$ cat src/logic/pcs_pkg.sv
// Purpose: constants for the configuration-space target
// Assumes: byte offsets inside the 256-byte configuration space
// Notes: dword indices are taken from the byte offsets
package pcs_pkg;
  // ---------------------------------------------------------------
  // bus widths and command codes
  // ---------------------------------------------------------------
  localparam int AD_W = 32;
  localparam int CBE_W = 4;
  localparam int DW_IDX_W = 6;
  localparam logic [3:0] CMD_CFG_RD = 4'hA;
  localparam logic [3:0] CMD_CFG_WR = 4'hB;
  localparam logic [1:0] TYPE0_CODE = 2'h0;
  localparam logic [2:0] FUNC_ZERO = 3'h0;
  localparam int FUNC_LO = 8;
  localparam int FUNC_HI = 10;
  localparam int REG_LO = 2;
  localparam int REG_HI = 7;

  // ---------------------------------------------------------------
  // byte offsets of the implemented locations and of the header end
  // ---------------------------------------------------------------
  localparam logic [7:0] OFF_IDENT = 8'h00;
  localparam logic [7:0] OFF_CMD_STAT = 8'h04;
  localparam logic [7:0] OFF_FUNC_CLASS = 8'h09;
  localparam logic [7:0] OFF_CACHE_LINE = 8'h0C;
  localparam logic [7:0] OFF_CAP_HEAD = 8'h34;
  localparam logic [7:0] OFF_CAP_TYPE = 8'h50;
  localparam logic [7:0] OFF_HEADER_END = 8'h40;
  localparam logic [5:0] DW_IDENT = OFF_IDENT[7:2];
  localparam logic [5:0] DW_CMD_STAT = OFF_CMD_STAT[7:2];
  localparam logic [5:0] DW_CLASS = OFF_FUNC_CLASS[7:2];
  localparam logic [5:0] DW_CACHE = OFF_CACHE_LINE[7:2];
  localparam logic [5:0] DW_CAP_HEAD = OFF_CAP_HEAD[7:2];
  localparam logic [5:0] DW_POWER = OFF_CAP_TYPE[7:2];

  // ---------------------------------------------------------------
  // fixed values and reset values
  // ---------------------------------------------------------------
  localparam logic [23:0] FUNC_CLASS_VAL = 24'h020000;
  localparam logic [7:0] CAP_TYPE_VAL = 8'h01;
  localparam logic [7:0] CAP_HEAD_VAL = OFF_CAP_TYPE;
  localparam logic [7:0] NEXT_LINK_VAL = 8'h00;
  localparam int CAP_LIST_BIT = 4;
  localparam logic [1:0] DEVSEL_MEDIUM = 2'h1;
  localparam int DEVSEL_LO = 9;
  localparam logic [15:0] STATUS_FIXED =
    (16'h0001 << CAP_LIST_BIT) | (16'(DEVSEL_MEDIUM) << DEVSEL_LO);
  localparam logic [7:0] CACHE_LINE_RST = 8'h00;
  localparam logic [7:0] CACHE_LINE_MIN = 8'h04;
  localparam logic [7:0] CACHE_LINE_MAX = 8'h40;

  // ---------------------------------------------------------------
  // target sequencer states
  // ---------------------------------------------------------------
  typedef enum logic [2:0] {
    S_IDLE = 3'b000,
    S_DECODE = 3'b001,
    S_CLAIM = 3'b010,
    S_DATA = 3'b011,
    S_TURN = 3'b100
  } pcs_state_t;
endpackage

$ cat src/logic/pcs_config_target.sv
// Purpose: configuration-cycle target for a network controller
// Assumes: bus signals are synchronous to ref_clk, one data phase
// Notes: burst attempts are disconnected after the first data phase
`timescale 1ns/1ps
module pcs_config_target
  import pcs_pkg::*;
#(
  parameter logic [15:0] VENDOR_CODE = 16'h1D1D, // arbitrary value
  parameter logic [15:0] PART_CODE = 16'h0A0A, // arbitrary value
  parameter logic [7:0] REVISION_CODE = 8'h01 // arbitrary value
)
(
  // clock and reset
  input wire logic ref_clk,
  input wire logic rst,
  // request side from the host bridge
  input wire logic frameN,
  input wire logic irdyN,
  input wire logic idsel,
  input wire logic [pcs_pkg::CBE_W-1:0] cbeN,
  input wire logic [pcs_pkg::AD_W-1:0] adIn,
  // address/data and parity answer
  output logic [pcs_pkg::AD_W-1:0] adOut,
  output logic adOeN,
  output logic parOut,
  output logic parOeN,
  // target control answer
  output logic devselN,
  output logic devselOeN,
  output logic trdyN,
  output logic trdyOeN,
  output logic stopN,
  output logic stopOeN,
  // setting used by the bus master logic
  output logic [7:0] cacheLineUse
);
  import pcs_pkg::*;

  // ---------------------------------------------------------------
  // state
  // ---------------------------------------------------------------
  pcs_state_t state_r;
  pcs_state_t state_nxt;
  logic frameNPrev_r;
  logic [DW_IDX_W-1:0] dwordIdx_r;
  logic isWrite_r;
  logic [7:0] cacheLine_r;
  logic [7:0] cacheLineUse_r;
  logic [AD_W-1:0] adOut_r;
  logic [AD_W-1:0] adOut_nxt;
  logic adOeN_r;
  logic adOeN_nxt;
  logic parOut_r;
  logic parOeN_r;
  logic devselN_r;
  logic devselN_nxt;
  logic ctlOeN_r;
  logic ctlOeN_nxt;
  logic trdyN_r;
  logic trdyN_nxt;
  logic stopN_r;
  logic stopN_nxt;

  // ---------------------------------------------------------------
  // address phase decode
  // ---------------------------------------------------------------
  wire logic addrPhase;
  wire logic isCfgCmd;
  wire logic isType0;
  wire logic isFunc0;
  wire logic claimHit;
  wire logic cmdIsWrite;
  // an address phase is the first cycle with frame low after idle
  assign addrPhase = frameNPrev_r & ~frameN;
  assign isCfgCmd = (cbeN == CMD_CFG_RD) | (cbeN == CMD_CFG_WR);
  assign cmdIsWrite = (cbeN == CMD_CFG_WR);
  assign isType0 = (adIn[1:0] == TYPE0_CODE);
  assign isFunc0 = (adIn[FUNC_HI:FUNC_LO] == FUNC_ZERO);
  // type 1 or another function never reaches the claim path
  assign claimHit = (state_r == S_IDLE) & addrPhase & idsel & isCfgCmd
                    & isType0 & isFunc0;

  // ---------------------------------------------------------------
  // data phase decode
  // ---------------------------------------------------------------
  wire logic dataDone;
  wire logic cacheWrite;
  // a data phase completes when both ready signals are low
  assign dataDone = (state_r == S_DATA) & ~irdyN & ~trdyN_r;
  // only byte lane 0 of the cache dword is writable
  assign cacheWrite = dataDone & isWrite_r & (dwordIdx_r == DW_CACHE)
                      & ~cbeN[0];

  // ---------------------------------------------------------------
  // read data selection
  // ---------------------------------------------------------------
  wire logic [AD_W-1:0] readWord;
  wire logic [15:0] statusWord;
  wire logic [15:0] commandWord;
  // command bits are not held here, so the word reads zero
  assign commandWord = 16'h0000;
  assign statusWord = STATUS_FIXED;
  // every dword not listed below reads zero, reserved bytes included
  assign readWord =
    (dwordIdx_r == DW_IDENT) ? {PART_CODE, VENDOR_CODE} :
    (dwordIdx_r == DW_CMD_STAT) ? {statusWord, commandWord} :
    (dwordIdx_r == DW_CLASS) ? {FUNC_CLASS_VAL, REVISION_CODE} :
    (dwordIdx_r == DW_CACHE) ? {24'h000000, cacheLine_r} :
    (dwordIdx_r == DW_CAP_HEAD) ? {24'h000000, CAP_HEAD_VAL} :
    (dwordIdx_r == DW_POWER) ?
      {16'h0000, NEXT_LINK_VAL, CAP_TYPE_VAL} :
    {AD_W{1'b0}};

  // ---------------------------------------------------------------
  // cache line setting check
  // ---------------------------------------------------------------
  wire logic [7:0] clLess1;
  wire logic clPow2;
  wire logic clValid;
  assign clLess1 = 8'(cacheLine_r - 8'h01);
  assign clPow2 = ((cacheLine_r & clLess1) == 8'h00);
  // out-of-range or odd sizes would confuse burst sizing downstream
  assign clValid = clPow2 & (cacheLine_r >= CACHE_LINE_MIN)
                   & (cacheLine_r <= CACHE_LINE_MAX);

  // ---------------------------------------------------------------
  // sequencer next state and answers
  // ---------------------------------------------------------------
  // medium decode: devsel low two clocks after the address phase
  always_comb
  begin
    state_nxt = state_r;
    adOut_nxt = adOut_r;
    adOeN_nxt = 1'b1;
    devselN_nxt = 1'b1;
    ctlOeN_nxt = 1'b1;
    trdyN_nxt = 1'b1;
    stopN_nxt = 1'b1;
    case (state_r)
      S_IDLE:
      begin
        if (claimHit)
        begin
          state_nxt = S_DECODE;
        end
      end
      S_DECODE:
      begin
        state_nxt = S_CLAIM;
        devselN_nxt = 1'b0;
        ctlOeN_nxt = 1'b0;
      end
      S_CLAIM:
      begin
        state_nxt = S_DATA;
        devselN_nxt = 1'b0;
        ctlOeN_nxt = 1'b0;
        trdyN_nxt = 1'b0;
        // stop with the first data ends any burst after one dword
        stopN_nxt = 1'b0;
        adOut_nxt = readWord;
        adOeN_nxt = isWrite_r;
      end
      S_DATA:
      begin
        ctlOeN_nxt = 1'b0;
        if (dataDone)
        begin
          state_nxt = S_TURN;
        end
        else
        begin
          devselN_nxt = 1'b0;
          trdyN_nxt = 1'b0;
          stopN_nxt = 1'b0;
          adOeN_nxt = isWrite_r;
        end
      end
      S_TURN:
      begin
        // the frame must be over before a new address phase is seen
        state_nxt = S_IDLE;
      end
      default:
      begin
        state_nxt = S_IDLE;
      end
    endcase
  end

  // ---------------------------------------------------------------
  // sequencer registers
  // ---------------------------------------------------------------
  // control pins are driven high for one clock before release
  always_ff @(posedge ref_clk or posedge rst)
  begin
    if (rst)
    begin
      state_r <= S_IDLE;
      devselN_r <= 1'b1;
      ctlOeN_r <= 1'b1;
      trdyN_r <= 1'b1;
      stopN_r <= 1'b1;
      adOeN_r <= 1'b1;
      adOut_r <= '0;
    end
    else
    begin
      state_r <= state_nxt;
      devselN_r <= devselN_nxt;
      ctlOeN_r <= ctlOeN_nxt;
      trdyN_r <= trdyN_nxt;
      stopN_r <= stopN_nxt;
      adOeN_r <= adOeN_nxt;
      adOut_r <= adOut_nxt;
    end
  end

  // ---------------------------------------------------------------
  // address capture
  // ---------------------------------------------------------------
  // the register index comes from address bits 7:2, 256 bytes total
  always_ff @(posedge ref_clk or posedge rst)
  begin
    if (rst)
    begin
      frameNPrev_r <= 1'b1;
      dwordIdx_r <= '0;
      isWrite_r <= 1'b0;
    end
    else
    begin
      frameNPrev_r <= frameN;
      if (claimHit)
      begin
        dwordIdx_r <= adIn[REG_HI:REG_LO];
        isWrite_r <= cmdIsWrite;
      end
    end
  end

  // ---------------------------------------------------------------
  // parity follows the driven data by one clock
  // ---------------------------------------------------------------
  always_ff @(posedge ref_clk or posedge rst)
  begin
    if (rst)
    begin
      parOut_r <= 1'b0;
      parOeN_r <= 1'b1;
    end
    else
    begin
      parOut_r <= ^{adOut_r, cbeN};
      parOeN_r <= adOeN_r;
    end
  end

  // ---------------------------------------------------------------
  // cache line length register
  // ---------------------------------------------------------------
  // the raw value is kept and read back; only its use is filtered
  always_ff @(posedge ref_clk or posedge rst)
  begin
    if (rst)
    begin
      cacheLine_r <= CACHE_LINE_RST;
      cacheLineUse_r <= CACHE_LINE_RST;
    end
    else
    begin
      if (cacheWrite)
      begin
        cacheLine_r <= adIn[7:0];
      end
      cacheLineUse_r <= clValid ? cacheLine_r : 8'h00;
    end
  end

  // ---------------------------------------------------------------
  // outputs
  // ---------------------------------------------------------------
  assign adOut = adOut_r;
  assign adOeN = adOeN_r;
  assign parOut = parOut_r;
  assign parOeN = parOeN_r;
  assign devselN = devselN_r;
  assign devselOeN = ctlOeN_r;
  assign trdyN = trdyN_r;
  assign trdyOeN = ctlOeN_r;
  assign stopN = stopN_r;
  assign stopOeN = ctlOeN_r;
  assign cacheLineUse = cacheLineUse_r;
endmodule // pcs_config_target

$ cat config.mk
export PLATFORM = sky130hd
export DESIGN_NAME = pcs_config_target
export DESIGN_NICKNAME = d
export VERILOG_FILES = /design/src/logic/pcs_pkg.sv /design/src/logic/pcs_config_target.sv
export SDC_FILE = /design/constraint.sdc
export NUM_CORES = 1
export LEC_CHECK = 0
export ABC_AREA = 1
export BUFFER_PORTS_ARGS = -buffer_cell sky130_fd_sc_hd__buf_2
export CAP_MARGIN = 40
export CORE_UTILIZATION = 40
export DETAILED_ROUTE_END_ITERATION = 6
export PLACE_DENSITY_LB_ADDON = 0.25
export SYNTH_ARGS = -nofsm -noshare
export SYNTH_HDL_FRONTEND = slang
export SYNTH_SLANG_ARGS = --single-unit
export TNS_END_PERCENT = 30
$ cat constraint.sdc
create_clock -name ref_clk -period 1.45 [get_ports ref_clk]
set_input_delay 0.2175 -clock ref_clk [delete_from_list [all_inputs] [get_ports ref_clk]]
set_output_delay 0.2175 -clock ref_clk [all_outputs]
set_load 0.02 [all_outputs]
==> results.md <==
- The first routing iteration left 79 violations.
- The pin count of the biggest net entering global routing is 45.
- Summed over all layers, the routed wires come to 4.43 mm.
- Dividing the synthesized area by the synthesized cell count gives between 8 and 9 um2.
- The starting density of the core is 42.6%.
- In this run the deepest clock path goes through 2 buffers.
- The detailed router placed 1829 vias in this run.
- The post-detailed-route DRC marker count is 0.
- Setup repair after global routing could not meet its margin everywhere.
- The run finished with clean final reports.
- The die is 76.9 um tall.
- The category of the worst setup path capture point is a flop.
- Setup violations remaining at the end of the flow were counted as 0.
- Yosys mapped the design onto 27 distinct sky130hd cell types.
- The startpoint-to-endpoint class of the critical path is reg -> reg.
- The average wire per cell in the routed design is 10.8 um.
- The clock transition at the registers of the reported paths is approximately 0.08 ns.
- The congestion estimate from routability-driven global placement came to 0.790.
- Counting the buffers created by CTS gives 5.
- The post-synthesis cell type with the largest combined area is sky130_fd_sc_hd__dfrtp_1.
- The clock network latency to the later pin of the worst-skew pair is 0.29 ns.
- Summed over all cells, the static leakage comes to 1.50 nW.
- The worst IR drop on VDD is approximately 930 uV.
- The highest clock frequency the design can meet is 0.753 GHz.
- The most used flip-flop cell after synthesis is sky130_fd_sc_hd__dfrtp_1.
- The via count of the first global-routing pass came to around 1700.
- The total negative slack is 0 ns.
- The final cycle utilization of the critical path is 91.6%.
- The synthesized netlist occupies a cell area of approximately 2200 um2.
- The leftover overflow at the end of global routing is 0.
- Of all flip-flops after synthesis, the portion carrying an async set or reset was between 90% and 100%.
- The post-route netlist has 26.4% of its cells at a drive strength greater than 1.
- TritonCTS built the clock tree.
- Sorting the synthesized cells by how often they occur yields sky130_fd_sc_hd__nand2_1 (87), sky130_fd_sc_hd__dfrtp_1 (38), sky130_fd_sc_hd__inv_1 (32), sky130_fd_sc_hd__buf_4 (24), sky130_fd_sc_hd__nor2_1 (22).
- In this run, synthesis inferred 0 flip-flops with an integrated enable.
- The tool flagged a number of max-cap violations equal to 0.
- The min-delay analysis places its worst path in the category in -> reg.
- The fill cell total of the finished layout is 519.
- The root buffer selected by CTS is sky130_fd_sc_hd__clkbuf_8.
- The number of cell rows is 26.
- During placement, the flow inserted port buffers numbering 53.
- The number of register bits inferred by synthesis is 44.
- The detail route stage leaves a number of antenna-violating nets equal to 0.
- The region available for standard cell placement spans 5270 um2.
- The area overhead of the layout relative to synthesis is 21.3%.
- Of all nets on the critical path, the largest fanout is 9.
- After technology mapping, the gate count stands at roughly 280.
- The average vias per placed instance is approximately 4.5.
- The combined global-route utilization of all metal layers is roughly 16%.
- The total half-perimeter wirelength after legalization and detailed placement is 3.35 mm.
- The final antenna diode count is 0.
- Subtracting the final worst setup slack from the clock period gives 1.33 ns.
- The net count of the finished layout is 384.
- In this run the power density over the cells is 1280 nW/um2.
- Among all cell types in the netlist, the one instantiated most often is sky130_fd_sc_hd__nand2_1.
- The clock drives 44 sinks.
- STA classifies the critical path startpoint as a flop.
- The top cell type by area accounts for 42.3% of the synthesized area.
- The worst path required time is 1.66 ns.
- The number of antenna violations at the first check in global routing is 0.
- The final setup skew is about 0.0025 ns.
- Post-CTS timing repair inserted 0 buffers for setup.
- The clock tree synthesis step divided the H-tree into 2 levels.
- 90 I/O pins were placed.
- The post-synthesis sequential area ratio is 49.4%.
- The max-slew violation count is 0.
- The number of hold-slack violations in the final timing report is 0.
- The width of the chip is 76.9 um.
- Data on the critical path arrives at its endpoint at 1.54 ns.
- With fillers left out, the area of the finished cells amounts to between 2000 and 3000 um2.
- The total power of the final layout is 3.49 mW.
- The number of warning messages in the yosys log is 0.
- The die outline area is 5920 um2.
- The number of detailed-routing iterations run before antenna repair is 4.
- The first global-routing pass estimated around 7.6 mm of wire.
- Summing all placed instances gives a cell area of between 2000 and 3000 um2.
- In the post-synthesis netlist, the biggest area contributors are sky130_fd_sc_hd__dfrtp_1 (42%), sky130_fd_sc_hd__nand2_1 (15%), sky130_fd_sc_hd__buf_4 (8.0%), sky130_fd_sc_hd__dfstp_2 (7.0%), sky130_fd_sc_hd__inv_1 (5.3%).
## final cells by class
cell class	count	area [um2]	share of cell area, %
Tap cell	70	87.6	3.21
Sequential cell	44	1110	40.7
Inverter	32	120	4.41
Multi-Input combinational cell	192	913	33.5
Timing Repair Buffer	65	395	14.5
Clock buffer	8	100	3.67
## cells in the final DEF (no fill, tap or decap), types with 2 or more instances in the layout
master                     instances
sky130_fd_sc_hd__nand2_1          86
sky130_fd_sc_hd__buf_2            53
sky130_fd_sc_hd__dfrtp_1          38
sky130_fd_sc_hd__inv_1            31
sky130_fd_sc_hd__nor2_1           20
sky130_fd_sc_hd__nand3_1          20
sky130_fd_sc_hd__conb_1           18
sky130_fd_sc_hd__o21ai_0          13
sky130_fd_sc_hd__buf_4             8
sky130_fd_sc_hd__clkbuf_8          7
sky130_fd_sc_hd__dfstp_2           6
sky130_fd_sc_hd__nand2_2           4
sky130_fd_sc_hd__nand4_1           4
sky130_fd_sc_hd__nor2_4            3
sky130_fd_sc_hd__nor2_2            3
sky130_fd_sc_hd__o22ai_1           3
sky130_fd_sc_hd__ha_1              3
sky130_fd_sc_hd__buf_12            3
sky130_fd_sc_hd__a21oi_1           2
sky130_fd_sc_hd__xor2_1            2
sky130_fd_sc_hd__xnor2_1           2
## state kept, by name, indices dropped and copies added (netlist names)
name          count
isWrite_r         1
frameNPrev_r      1
devselOeN         1
state_r           3
cacheLine_r       8
parOeN            1
adOeN             1
parOut            1
adOut            11
dwordIdx_r        6
cacheLineUse      8
stopN             1
devselN           1
## cell families after synthesis
logic type	Yosys count	share of synthesized area [%]
buf+inv	58	13.8
compound gates	23	5.68
other cells	1	0.167
xor+xnor	4	1.56
fa+ha+maj	3	1.67
flops	44	49.4
simple gates	144	27.7
## stage by stage
| step | util [%] | worst slack (ns) | std cells | hold WS, ns |
|---|---|---|---|---|
| after floorplan | - | 0.176 | 294 | 0.222 |
| after global placement | 49.2 | 0.0421 | 402 | 0.267 |
| after detailed placement | 49.2 | 0.0295 | 402 | 0.271 |
| after CTS | 51.3 | 0.0523 | 411 | 0.0141 |
| after global routing | 51.7 | 0.00226 | 411 | 0.00562 |
| final | 51.7 | 0.122 | 411 | 0.0275 |
## worst max-delay path, cell delays in order, from the launching register on
cell and delay [ns]:
sky130_fd_sc_hd__dfrtp_1 0.41, sky130_fd_sc_hd__nor2_2 0.17, sky130_fd_sc_hd__nand2_1 0.11, sky130_fd_sc_hd__nor2_4 0.21, sky130_fd_sc_hd__nand2_2 0.17, sky130_fd_sc_hd__a31oi_1 0.18
## worst paths after layout
check | start | end | slack [ns] | depth (start not counted)
worst min-delay path | frameN | frameNPrev_r | 0.03 | 1
worst max register to register | state_r[2] | state_r[0] | 0.12 | 5
min in group asynchronous | rst | parOut | 0.49 | 4
worst min register to register | adOeN | parOeN | 0.37 | 0
worst max-delay path | state_r[2] | state_r[0] | 0.12 | 5
max in group asynchronous | rst | devselN | 0.69 | 4
## where the power goes
| part | internal [mW] | leakage, nW | switching (mW) |
|---|---|---|---|
| clock | 0.435 | 0.0515 | 0.391 |
| sequential | 1.43 | 0.548 | 0.107 |
| combinational | 0.396 | 0.906 | 0.724 |
## layer usage
layer / GRT usage, % / vias to the layer above / wire length, um
li1: - / 955 / -
met1: 22.0 / 821 / 2150
met2: 26.1 / 47 / 2040
met3: 3.33 / 6 / 179
met4: 5.77 / 0 / 64
met5: 0 / - / 0
## repair_timing
| item | 4_1_cts | 5_1_grt |
|---|---|---|
| endpoints found under the setup margin | 0 | 21 |
| hold buffers | 1 | 0 |
| hold endpoints to repair | 38 | 0 |
| resized for setup | 0 | 6 |
Note: power is estimated with default switching activity, not from simulation.
